File: src/acmof_pkg.sv
// package: opcode fields, decode patterns and reset values for the accumulator move/or block
package acmof_pkg;

  // --------------------------------------------------------------------
  // word layout
  // --------------------------------------------------------------------
  localparam int ACMOF_INSTR_W = 14;
  localparam int ACMOF_DATA_W = 8;
  localparam int ACMOF_ADDR_W = 7;
  localparam int ACMOF_DIR_BIT = 7;
  localparam int ACMOF_ADDR_LSB = 0;
  localparam int ACMOF_LIT_LSB = 0;

  // --------------------------------------------------------------------
  // opcode patterns
  // --------------------------------------------------------------------
  localparam logic [5:0] ACMOF_OP_OR_FILE = 6'h04;
  localparam logic [5:0] ACMOF_OP_MOVE_FILE = 6'h08;
  localparam logic [6:0] ACMOF_OP_STORE_ACC = 7'h01;
  localparam logic [3:0] ACMOF_OP_LOAD_LIT = 4'hc;
  localparam logic [6:0] ACMOF_OP_NOP_HI = 7'h00;
  localparam logic [4:0] ACMOF_OP_NOP_LO = 5'h00;

  // --------------------------------------------------------------------
  // reset values
  // --------------------------------------------------------------------
  localparam logic [7:0] ACMOF_ACCUM_RST = 8'h00;
  localparam logic ACMOF_ZERO_RST = 1'b0;

  typedef enum logic [2:0] {
    ACMOF_CLS_OR_FILE,
    ACMOF_CLS_MOVE_FILE,
    ACMOF_CLS_STORE_ACC,
    ACMOF_CLS_LOAD_LIT,
    ACMOF_CLS_NOP,
    ACMOF_CLS_OTHER
  } acmof_class_t;

endpackage : acmof_pkg

File: src/acmof_core.sv
// execution of or/move/store/load-literal/no-op on the accumulator and file registers
`timescale 1ns/1ps
// Summary of operation
// - or-with-file computes accumulator OR addressed file register.
// - direction zero: or result goes to accumulator, file untouched.
// - direction one: or result written back to the addressed file register.
// - move-file copies file value unchanged; direction zero targets accumulator.
// - move-file direction one rewrites the same register with its own value.
// - move-file updates zero flag from the moved value.
// - store-accumulator copies accumulator to file register, flags untouched.
// - load-literal puts 8-bit immediate in accumulator, flags untouched.
module acmof_core
  import acmof_pkg::*;
(
  input wire logic i_clk_sys,
  input wire logic i_sys_rst,
  input wire logic i_instr_valid,
  input wire logic [13:0] i_instr,
  output logic [6:0] o_file_raddr,
  input wire logic [7:0] i_file_rdata,
  output logic o_file_wr_en,
  output logic [6:0] o_file_waddr,
  output logic [7:0] o_file_wdata,
  output logic [7:0] o_accum,
  output logic o_zero_flag,
  output logic o_pc_step,
  output logic o_unsupported
);

  // --------------------------------------------------------------------
  // decode
  // --------------------------------------------------------------------
  function automatic acmof_class_t acmof_decode(input logic [13:0] w);
    acmof_class_t c;
    c = ACMOF_CLS_OTHER;
    if (w[13:8] == ACMOF_OP_OR_FILE) begin
      c = ACMOF_CLS_OR_FILE;
    end else if (w[13:8] == ACMOF_OP_MOVE_FILE) begin
      c = ACMOF_CLS_MOVE_FILE;
    end else if (w[13:7] == ACMOF_OP_STORE_ACC) begin
      c = ACMOF_CLS_STORE_ACC;
    end else if (w[13:10] == ACMOF_OP_LOAD_LIT) begin
      c = ACMOF_CLS_LOAD_LIT;
    end else if (w[13:7] == ACMOF_OP_NOP_HI && w[4:0] == ACMOF_OP_NOP_LO) begin
      c = ACMOF_CLS_NOP;
    end
    return c;
  endfunction : acmof_decode

  wire acmof_class_t cls = i_instr_valid ? acmof_decode(i_instr) : ACMOF_CLS_OTHER;
  wire logic dir = i_instr[ACMOF_DIR_BIT];
  wire logic [6:0] faddr = i_instr[ACMOF_ADDR_LSB +: ACMOF_ADDR_W];
  wire logic [7:0] literal = i_instr[ACMOF_LIT_LSB +: ACMOF_DATA_W];
  wire logic known = (cls != ACMOF_CLS_OTHER);

  // --------------------------------------------------------------------
  // operand fetch with write forwarding
  // --------------------------------------------------------------------
  logic [7:0] accum_q;
  logic [7:0] accum_d;
  logic zero_q;
  logic zero_d;
  logic wr_en_q;
  logic [6:0] waddr_q;
  logic [7:0] wdata_q;

  // the file write lands one cycle late; forward it so back-to-back reads see it
  wire logic fwd_hit = wr_en_q && (waddr_q == faddr);
  wire logic [7:0] file_val = fwd_hit ? wdata_q : i_file_rdata;

  assign o_file_raddr = faddr;

  // --------------------------------------------------------------------
  // execute
  // --------------------------------------------------------------------
  logic [7:0] result;
  logic wr_accum;
  logic wr_file;
  logic wr_zero;

  acmof_exec_unit u_exec (
    .i_cls(cls),
    .i_dir(dir),
    .i_accum(accum_q),
    .i_file(file_val),
    .i_literal(literal),
    .o_result(result),
    .o_wr_accum(wr_accum),
    .o_wr_file(wr_file),
    .o_wr_zero(wr_zero)
  );

  assign accum_d = wr_accum ? result : accum_q;
  // only or-with-file and move-file touch the flag
  assign zero_d = wr_zero ? (result == 8'h00) : zero_q;

  // --------------------------------------------------------------------
  // state
  // --------------------------------------------------------------------
  always_ff @(posedge i_clk_sys) begin
    if (i_sys_rst) begin
      accum_q <= ACMOF_ACCUM_RST;
      zero_q <= ACMOF_ZERO_RST;
    end else begin
      accum_q <= accum_d;
      zero_q <= zero_d;
    end
  end

  always_ff @(posedge i_clk_sys) begin
    if (i_sys_rst) begin
      wr_en_q <= 1'b0;
      waddr_q <= 7'h00;
      wdata_q <= 8'h00;
    end else begin
      wr_en_q <= wr_file;
      waddr_q <= faddr;
      wdata_q <= result;
    end
  end

  logic step_q;
  logic unsup_q;

  always_ff @(posedge i_clk_sys) begin
    if (i_sys_rst) begin
      step_q <= 1'b0;
      unsup_q <= 1'b0;
    end else begin
      // each handled word retires in one cycle, no-op included
      step_q <= known;
      unsup_q <= i_instr_valid && !known;
    end
  end

  assign o_file_wr_en = wr_en_q;
  assign o_file_waddr = waddr_q;
  assign o_file_wdata = wdata_q;
  assign o_accum = accum_q;
  assign o_zero_flag = zero_q;
  assign o_pc_step = step_q;
  assign o_unsupported = unsup_q;

endmodule : acmof_core

File: src/acmof_exec_unit.sv
// combinational result, destination and flag selection for one instruction class
`timescale 1ns/1ps
module acmof_exec_unit
  import acmof_pkg::*;
(
  input wire acmof_class_t i_cls,
  input wire logic i_dir,
  input wire logic [7:0] i_accum,
  input wire logic [7:0] i_file,
  input wire logic [7:0] i_literal,
  output logic [7:0] o_result,
  output logic o_wr_accum,
  output logic o_wr_file,
  output logic o_wr_zero
);

  // --------------------------------------------------------------------
  // result and destination
  // --------------------------------------------------------------------
  always_comb begin
    o_result = 8'h00;
    o_wr_accum = 1'b0;
    o_wr_file = 1'b0;
    o_wr_zero = 1'b0;
    case (i_cls)
      ACMOF_CLS_OR_FILE: begin
        o_result = i_accum | i_file;
        o_wr_accum = ~i_dir;
        o_wr_file = i_dir;
        o_wr_zero = 1'b1;
      end
      ACMOF_CLS_MOVE_FILE: begin
        o_result = i_file;
        o_wr_accum = ~i_dir;
        // rewrite of the same value keeps the register intact
        o_wr_file = i_dir;
        o_wr_zero = 1'b1;
      end
      ACMOF_CLS_STORE_ACC: begin
        o_result = i_accum;
        o_wr_file = 1'b1;
      end
      ACMOF_CLS_LOAD_LIT: begin
        o_result = i_literal;
        o_wr_accum = 1'b1;
      end
      default: begin
        o_result = 8'h00;
      end
    endcase
  end

endmodule : acmof_exec_unit

File: config.mk
export PLATFORM = sky130hd
export DESIGN_NAME = acmof_core
export DESIGN_NICKNAME = d
export VERILOG_FILES = /design/src/acmof_pkg.sv /design/src/acmof_core.sv /design/src/acmof_exec_unit.sv
export SDC_FILE = /design/constraint.sdc
export NUM_CORES = 1
export LEC_CHECK = 0
export ABC_CLOCK_PERIOD_IN_PS = 3700
export BUFFER_PORTS_ARGS = -buffer_cell sky130_fd_sc_hd__clkbuf_2
export CAP_MARGIN = 20
export CORE_MARGIN = 1.5
export CORE_UTILIZATION = 47
export DETAILED_ROUTE_END_ITERATION = 8
export PLACE_DENSITY = 0.75
export SETUP_SLACK_MARGIN = 0.02
export SKIP_CTS_REPAIR_TIMING = 1
export SLEW_MARGIN = 5
export SYNTH_ARGS = -nofsm -noshare
export SYNTH_HDL_FRONTEND = slang
export SYNTH_SLANG_ARGS = --single-unit
File: constraint.sdc
create_clock -name i_clk_sys -period 3.7 [get_ports i_clk_sys]
set_clock_uncertainty 0.15 [all_clocks]
set_input_delay 0.925 -clock i_clk_sys [delete_from_list [all_inputs] [get_ports i_clk_sys]]
set_output_delay 0.925 -clock i_clk_sys [all_outputs]
set_load 0.02 [all_outputs]
==> results of run 1 <==
[critical path, delay by kind of cell]
family,cells,cell delay (ps)
buffers and inverters,1,120
AND/OR/NAND/NOR,2,1140
AO/OA/AOI/OAI,3,800
[kinds of logic (layout without fill, tap and decap cells)]
logic type / count (synthesis) / in the layout / share of synthesized area [%]
mux: 8 / 8 / 6.01
flops: 27 / 27 / 37.6
xor+xnor: 8 / 8 / 4.88
simple gates: 56 / 56 / 21.7
buf+inv: 20 / 69 / 7.49
compound gates: 35 / 35 / 22.3
[cell usage in the layout (no fill, tap or decap), drive strengths merged]
master	Yosys	routed
clkbuf	4	61
dfxtp	27	27
nor2	24	24
a211oi	9	9
xnor2	8	8
nor2b	8	8
inv	5	5
mux2	5	5
or4	4	4
nand4	4	4
a2111oi	4	4
nor3	3	3
mux2i	3	3
o21a	3	3
a22oi	3	3
a21oi	3	3
and4b	2	2
a222oi	2	2
or3	2	2
o21ai	2	2
nand2	2	2
buf	11	2
o211ai	2	2
and2	1	1
or2	1	1
or4b	1	1
a21boi	1	1
o21bai	1	1
nand2b	1	1
a21o	1	1
a32oi	1	1
and3	1	1
o2111ai	1	1
nand3b	1	1
o31ai	1	1
nor3b	1	1
a221oi	1	1
clkinv	0	1
[flip-flops by register name, summed over array words and instances, names as in the netlist]
register,flops
o_file_wdata,8
o_file_waddr,7
o_accum,8
o_file_wr_en,1
o_unsupported,1
o_pc_step,1
o_zero_flag,1
[area by class of cell]
cell class	count	area share, %
multi-input cells	107	45.9
flip-flops and latches	27	31.4
repair buffers	60	17.8
well taps	31	2.26
clock buffers	3	1.31
inverters	5	1.09
clock inverters	1	0.291
[power groups by stage]
stage                     clock [uW]  combinational, uW  sequential [uW]
after floorplan                    0               50.3              321
after global placement             0               89.5              311
after detailed placement           0               91.6              311
after CTS                        130               91.9              305
after global routing             142               99.8              306
final                            125               91.4              305
[through the flow]
step / setup WS [ps] / cells
finish: 805 / 234
global route: 725 / 234
CTS: 814 / 234
detailed placement: 462 / 230
global placement: 544 / 230
floorplan: 743 / 154
[worst max path at each step]
stage                    start     endpoint  slack (ps)  depth (start not counted)
floorplan           i_instr[1]  o_zero_flag         740                          6
global placement    i_instr[1]  o_zero_flag         540                          7
detailed placement  i_instr[1]  o_zero_flag         460                          7
CTS                 i_instr[1]  o_zero_flag         810                          7
global route        i_instr[1]   o_accum[0]         730                          6
finish              i_instr[1]   o_accum[0]         810                          6
[synth_stat cells, drive strengths merged, types with 3 or more instances]
| master | instances |
|---|---|
| a21oi | 3 |
| xnor2 | 8 |
| mux2i | 3 |
| nor2 | 24 |
| buf | 11 |
| dfxtp | 27 |
| a211oi | 9 |
| or4 | 4 |
| nand4 | 4 |
| a22oi | 3 |
| o21a | 3 |
| clkbuf | 4 |
| nor3 | 3 |
| mux2 | 5 |
| a2111oi | 4 |
| nor2b | 8 |
| inv | 5 |
[layer usage]
layer / vias up / wire (um) / part of all wire (%) / track usage, %
met4: 0 / 43 / 1.3 / 6.98
met2: 50 / 1590 / 47 / 33.7
li1: 657 / - / - / -
met1: 613 / 1590 / 47 / 29.4
met5: - / 0 / 0 / 0
met3: 4 / 170 / 5.0 / 2.90
==> metrics, run 1 <==
largest net degree at the start of global routing 29; switch share 28.1%; Seq cells post-synth 27; H-tree Lvls 1; WP data arrival 2990 ps; Synth top area share 37.6%; First DRT Iteration DRCs 84; Hold Path Origin o_zero_flag; Crit Path Class in -> reg; Max Slew Vio Count 0; Setup TNS 0 ps; Die Area 0.00340 mm^2; first-pass GRT wire length 5660 um; part of the power in combinational logic 17.5%; Rows 19; Avg WL per Cell 14.5 um; number of buffers added on ports 58; Final HPWL DP 2730 um; Reg2Reg Setup Slack 1430 ps; RR Startpoint o_file_waddr[6]; multi-input logic area 788 um^2; Placed Instance Area 0.00169 mm^2; Post-synth top flop dfxtp_1; via count 1324; EDFF count, synth 0; final instance area 0.00172 mm^2; post-layout min period 2890 ps; die height 58.3 um; Cell Chain, Critical Path clkbuf_2, or4_1, or4b_4, a2111oi_2, a221oi_1, a211oi_2; Data required, critical path 3790 ps; clock power share 24.0%; CP max FO 5; sequential power share 58.5%; Reg area 541 um^2; Core Util, Final 60.8%; CTS Buffer Depth 2; Pwr Total 521 uW; Final period util 78.2%; final wirelength 3390 um; initial antenna violation count 0; NetSw 146 uW; Layout area overhead 19.7%; largest cells by area after synthesis dfxtp_1 38%, nor2_1 6.3%, xnor2_1 4.9%, a211oi_2 4.4%, buf_4 4.2%; GRT Resource Usage Total 21.2%; vias per cell 5.66; final setup fails 0; # diodes 0; Nets 229; Internal 375 uW; hold_ws 360 ps; highest clock rate 345 MHz; # clock sinks 27; ys async rst share 0%; R2R cell count 7; hold crit path type reg -> reg; Placeable Area 0.00283 mm^2; global route overflow 0; Remaining DRCs 7; RSZ-0062 raised after global routing false; LEAKAGE 0.000722 uW; Setup crit start kind input pin; Syn Inst Count 154; Cell Area, Synth 0.00144 mm^2; count of final hold-check violations 0; Max Cap Violations 0; Max stage delay on crit path 590 ps; hold endpoint o_zero_flag; Avg Cell Area, Syn 9.33 um^2; CTS buffer count 3; Reg-to-Reg End o_accum[0]; Yosys cell types 43; final antenna-violating net count 0; failing checks design-rule violations; Root Buffer clkbuf_4; gpl congestion 0.839; pwr dens 303 mW/mm^2; status complete, but fails checks; DRT Pass-1 Iters 6; vias in the first global route 1252; Die Wd 58.3 um; CTS tree done; Filler Cells Inserted 260; Post-Syn Nets 179; ratio of cells with drive above 1 in the final layout 40.9%; clock slew at reported path FFs 150 ps; Setup crit end kind register; cell taking the most area after synthesis dfxtp_1; Worst-Margin Slew 625 ps; Max VDD drop 0.170 mV; Slew headroom 57.2%; total I/O pin count 59; insertion delay to the later sink of the worst-skew pair 310 ps; register area share after synthesis 37.6%; Worst path slowest cell or4b_4; initial core utilization 50.8%; Ys Warns 0; WHS Path Cells 2
(Power assumes the default switching activity.)
==> run 2, diff against run 1 <==
--- a/config.mk
+++ b/config.mk
@@ -5,13 +5,13 @@
 export SDC_FILE = /design/constraint.sdc
 export NUM_CORES = 1
 export LEC_CHECK = 0
-export ABC_CLOCK_PERIOD_IN_PS = 3700
+export ABC_CLOCK_PERIOD_IN_PS = 2660
 export BUFFER_PORTS_ARGS = -buffer_cell sky130_fd_sc_hd__clkbuf_2
 export CAP_MARGIN = 20
 export CORE_MARGIN = 1.5
-export CORE_UTILIZATION = 47
+export CORE_UTILIZATION = 43
 export DETAILED_ROUTE_END_ITERATION = 8
-export PLACE_DENSITY = 0.75
+export PLACE_DENSITY = 0.72
 export SETUP_SLACK_MARGIN = 0.02
 export SKIP_CTS_REPAIR_TIMING = 1
 export SLEW_MARGIN = 5
==> constraint.sdc (replaced) <==
create_clock -name i_clk_sys -period 2.66 [get_ports i_clk_sys]
set_clock_uncertainty 0.15 [all_clocks]
set_input_delay 0.665 -clock i_clk_sys [delete_from_list [all_inputs] [get_ports i_clk_sys]]
set_output_delay 0.665 -clock i_clk_sys [all_outputs]
set_load 0.02 [all_outputs]
==> run 2 against run 1 <==
Compared with the run above:
- the run now ends clean
- routed wire length is 10% higher
- hold slack better by 6.7 ps
- first-iteration DRC count is 44% lower
- count of clock-buffer cells in the layout is 1 higher
- utilization is 1.1 points lower
- critical path type unchanged
- largest power group unchanged
==> metrics, run 2 (synthesis results as in run 1) <==
initial antenna violation count 0; Max Cap Violations 0; First DRT Iteration DRCs 47; Avg WL per Cell 14.3 um; status completed; count of final hold-check violations 0; Internal 533 uW; CTS tree done; vias in the first global route 1254; RSZ-0062 raised after global routing false; CTS buffer count 3; Root Buffer clkbuf_4; Placed Instance Area 0.00181 mm^2; Data required, critical path 2760 ps; NetSw 211 uW; vias per cell 5.36; hold crit path type reg -> reg; Remaining DRCs 0; Worst-Margin Slew 575 ps; DRT Pass-1 Iters 4; Final period util 97.0%; Nets 243; part of the power in combinational logic 19.0%; Slew headroom 60.7%; CP max FO 5; Max Slew Vio Count 0; most frequent cells in the layout 58 x clkbuf_2, 27 x dfxtp_1, 24 x nor2_1; WP data arrival 2680 ps; final antenna-violating net count 0; clock slew at reported path FFs 140 ps; largest net degree at the start of global routing 28; Die Wd 60.8 um; CTS Buffer Depth 2; ratio of cells with drive above 1 in the final layout 44.2%; post-layout min period 2580 ps; R2R cell count 7; Placeable Area 0.00310 mm^2; Pwr Total 744 uW; number of buffers added on ports 58; final wirelength 3740 um; WHS Path Cells 2; clock power share 24.0%; final instance area 0.00185 mm^2; LEAKAGE 0.000787 uW; Setup crit start kind input pin; initial core utilization 46.3%; insertion delay to the later sink of the worst-skew pair 320 ps; first-pass GRT wire length 5800 um; H-tree Lvls 1; highest clock rate 388 MHz; final setup fails 0; Crit Path Class in -> reg; Rows 20; pwr dens 402 mW/mm^2; via count 1399; # diodes 0; Final HPWL DP 3020 um; global route overflow 0; Layout area overhead 28.9%; Filler Cells Inserted 317; Die Area 0.00370 mm^2; Setup crit end kind register; GRT Resource Usage Total 20.9%; total I/O pin count 59; Max VDD drop 0.248 mV; sequential power share 57.0%; # clock sinks 27; gpl congestion 0.881; switch share 28.3%; die height 60.8 um; commonest non-fill, non-tap cell in the layout clkbuf_2
## run 2: cell types whose count changed in the layout (fill, tap and decap cells not counted)
cell and delta:
buf_4 +14, a2111oi_2 -1, a2111oi_4 +1, clkbuf_1 +1, clkinv_2 -1
## run 2: critical path: stages
cell      delay, ps
clkbuf_2         90
or4_1           560
or4b_4          570
a21boi_2        280
a22oi_1         130
o21a_1          150
a211oi_2        220
## run 2: layout make-up
cell class | count | area (um^2) | area share (%)
Multi-Input combinational cell | 107 | 801 | 43.2
Tap cell | 44 | 55.1 | 2.97
Inverter | 5 | 18.8 | 1.01
Sequential cell | 27 | 541 | 29.2
Clock buffer | 4 | 26.3 | 1.42
Timing Repair Buffer | 74 | 410 | 22.2
## run 2: power by group through the flow
stage	clock (uW)	sequential [uW]	combinational (uW)
final	179	424	141
after global routing	202	426	153
after CTS	180	424	141
after detailed placement	0	433	140
after global placement	0	432	136
after floorplan	0	446	70.0
## run 2: metrics by stage
step                util [%]  TNS, ps  hold WS, ps  instances  worst slack, ps
CTS                     59.3        0          363        261             96.7
finish                  59.7        0          367        261             80.8
global route            59.7        0          411        261             32.2
global placement        58.4    -1200          336        257             -166
floorplan                  -    -3.94          411        154            -3.94
detailed placement      58.4    -2020          341        257             -233
## run 2: worst paths after layout
kind / startpoint / end / slack [ps]
setup reg to reg: o_file_waddr[6] / o_accum[0] / 380
hold / removal: o_zero_flag / o_zero_flag / 370
setup / recovery: i_instr[1] / o_accum[3] / 80
hold reg to reg: o_zero_flag / o_zero_flag / 370
## run 2: routing by layer
| layer | global-route usage (%) | routed length (um) |
|---|---|---|
| met4 | 6.52 | 44 |
| met3 | 2.13 | 201 |
| met1 | 27.9 | 1780 |
| met2 | 35.5 | 1710 |
| met5 | 0 | 0 |
==> run 3, diff against run 2 <==
--- a/config.mk
+++ b/config.mk
@@ -5,13 +5,13 @@
 export SDC_FILE = /design/constraint.sdc
 export NUM_CORES = 1
 export LEC_CHECK = 0
-export ABC_CLOCK_PERIOD_IN_PS = 2660
+export ABC_CLOCK_PERIOD_IN_PS = 2600
 export BUFFER_PORTS_ARGS = -buffer_cell sky130_fd_sc_hd__clkbuf_2
 export CAP_MARGIN = 20
 export CORE_MARGIN = 1.5
-export CORE_UTILIZATION = 43
+export CORE_UTILIZATION = 47
 export DETAILED_ROUTE_END_ITERATION = 8
-export PLACE_DENSITY = 0.72
+export PLACE_DENSITY = 0.75
 export SETUP_SLACK_MARGIN = 0.02
 export SKIP_CTS_REPAIR_TIMING = 1
 export SLEW_MARGIN = 5
==> constraint.sdc (replaced) <==
create_clock -name i_clk_sys -period 2.6 [get_ports i_clk_sys]
set_clock_uncertainty 0.15 [all_clocks]
set_input_delay 0.65 -clock i_clk_sys [delete_from_list [all_inputs] [get_ports i_clk_sys]]
set_output_delay 0.65 -clock i_clk_sys [all_outputs]
set_load 0.02 [all_outputs]
==> run 3 against run 2 <==
Compared with the run above:
- the run now ends with design-rule violations left
- via count up 4.0%
- routed wire length down 0.51%
- non-clock buffer count unchanged
- critical path depth unchanged
- combinational power up 3%
- worst setup slack worse by 30 ps
- hold slack worse by 1.7 ps
- critical endpoint is now o_accum[5]
- sequential cell count unchanged
- count of clock-buffer cells in the layout down 1
- first-iteration DRC count up 26%
- design area down 0.47%
- sequential share of layout area up 0.14 points
==> metrics, run 3 (synthesis results as in run 1) <==
pwr dens 415 mW/mm^2; Nets 243; CTS tree done; Max Cap Violations 0; vias in the first global route 1372; final antenna-violating net count 0; Data required, critical path 2720 ps; Layout area overhead 28.3%; Setup TNS 0 ps; Avg WL per Cell 15.0 um; First DRT Iteration DRCs 59; hold_ws 365 ps; number of buffers added on ports 58; hold crit path type reg -> reg; insertion delay to the later sink of the worst-skew pair 330 ps; RR Startpoint o_file_waddr[6]; most frequent cells in the layout 58 x clkbuf_2, 27 x dfxtp_1, 24 x nor2_1; hold endpoint o_zero_flag; ratio of cells with drive above 1 in the final layout 45.6%; RSZ-0062 raised after global routing true; CP max FO 5; first-pass GRT wire length 6000 um; GRT Resource Usage Total 22.8%; # diodes 0; CTS Buffer Depth 2; commonest non-fill, non-tap cell in the layout clkbuf_2; highest clock rate 392 MHz; largest net degree at the start of global routing 28; switch share 28.9%; final worst slack 50.9 ps; clock power share 24.3%; Rows 19; post-layout min period 2550 ps; WP data arrival 2670 ps; vias per cell 5.87; Reg-to-Reg End o_accum[6]; Buf/Inv on CP 1; Worst path slowest cell or4_1; part of the power in combinational logic 19.0%; Die Area 0.00340 mm^2; setup slack at placement -288 ps; final setup fails 0; LEAKAGE 0.000792 uW; die height 58.3 um; total I/O pin count 59; H-tree Lvls 1; Reg2Reg Setup Slack 400 ps; global route overflow 0; Hold Path Origin o_zero_flag; clock slew at reported path FFs 150 ps; sequential power share 56.7%; final wirelength 3720 um; status complete, but fails checks; failing checks design-rule violations; CTS buffer count 3; Placeable Area 0.00283 mm^2; initial antenna violation count 0; initial core utilization 50.8%; Crit Path Class in -> reg; # clock sinks 27; Die Wd 58.3 um; via count 1455; Setup crit start kind input pin; Max stage delay on crit path 570 ps; Max Slew Vio Count 0; Max VDD drop 0.222 mV; NetSw 221 uW; Cell Chain, Critical Path clkbuf_2, or4_1, or4b_4, a21boi_2, a22oi_1, nor2b_4, a211oi_2; Worst-Margin Slew 456 ps; Internal 544 uW; Slew headroom 68.8%; Final HPWL DP 3040 um; delay-heaviest family, CP simple AND/OR/NAND/NOR gates; DRT Pass-1 Iters 7; count of final hold-check violations 0; gpl congestion 0.867; Root Buffer clkbuf_4; WHS Path Cells 2; Remaining DRCs 6; Final period util 98.0%; Setup crit end kind register; R2R cell count 7
## run 3: cell types whose count changed in the layout (fill, tap and decap cells not counted)
cell       delta
clkinv_2      +1
a211oi_1      -1
a2111oi_4     -1
a221oi_1      -1
a221oi_2      +1
o21bai_4      +1
o21bai_2      -1
a211oi_2      +1
clkbuf_1      -1
a2111oi_2     +1
## run 3: power groups by stage
stage	Clock [uW]	Sequential (uW)	Combinational, uW
2_1_floorplan	0	457	72.0
3_3_place_gp	0	442	140
3_5_place_dp	0	443	144
4_1_cts	187	434	144
5_1_grt	207	436	158
6_report	186	434	145
## run 3: routing by layer
metal / global-route usage [%] / share of wire, % / vias up / routed length, um
met5: 0 / 0 / - / 0
met4: 8.31 / 1.7 / 0 / 64
met3: 3.35 / 6.6 / 8 / 244
met2: 40.3 / 49 / 66 / 1820
met1: 27.7 / 43 / 694 / 1590
li1: - / - / 687 / -
## run 3: worst max path at each step
stage                    start          end  slack, ps  cells past startpoint
floorplan           i_instr[1]  o_zero_flag        -50                      6
global placement    i_instr[1]  o_zero_flag       -200                      7
detailed placement  i_instr[1]   o_accum[5]       -290                      7
CTS                 i_instr[1]   o_accum[5]         60                      7
global route        i_instr[1]  o_zero_flag        -10                      7
finish              i_instr[1]   o_accum[5]         50                      7
## run 3: cell type report
type / instances / area, um^2
Clock buffer: 3 / 22.5
Tap cell: 31 / 38.8
Sequential cell: 27 / 541
Inverter: 5 / 18.8
Clock inverter: 1 / 5.00
Timing Repair Buffer: 74 / 410
Fill cell: 258 / 986
Multi-Input combinational cell: 107 / 807
## run 3: worst min-delay path, cell delays in order (launching register included)
cell and delay, ps:
dfxtp_1 350, nand3b_1 80, o31ai_1 60
## run 3: stage by stage
stage / area (um^2) / cells / util [%] / total power, uW
floorplan: 1440 / 154 / - / 529
global placement: 1800 / 244 / 63.8 / 582
detailed placement: 1800 / 244 / 63.8 / 587
CTS: 1830 / 248 / 64.8 / 765
global route: 1840 / 248 / 65.1 / 801
finish: 1840 / 248 / 65.1 / 765
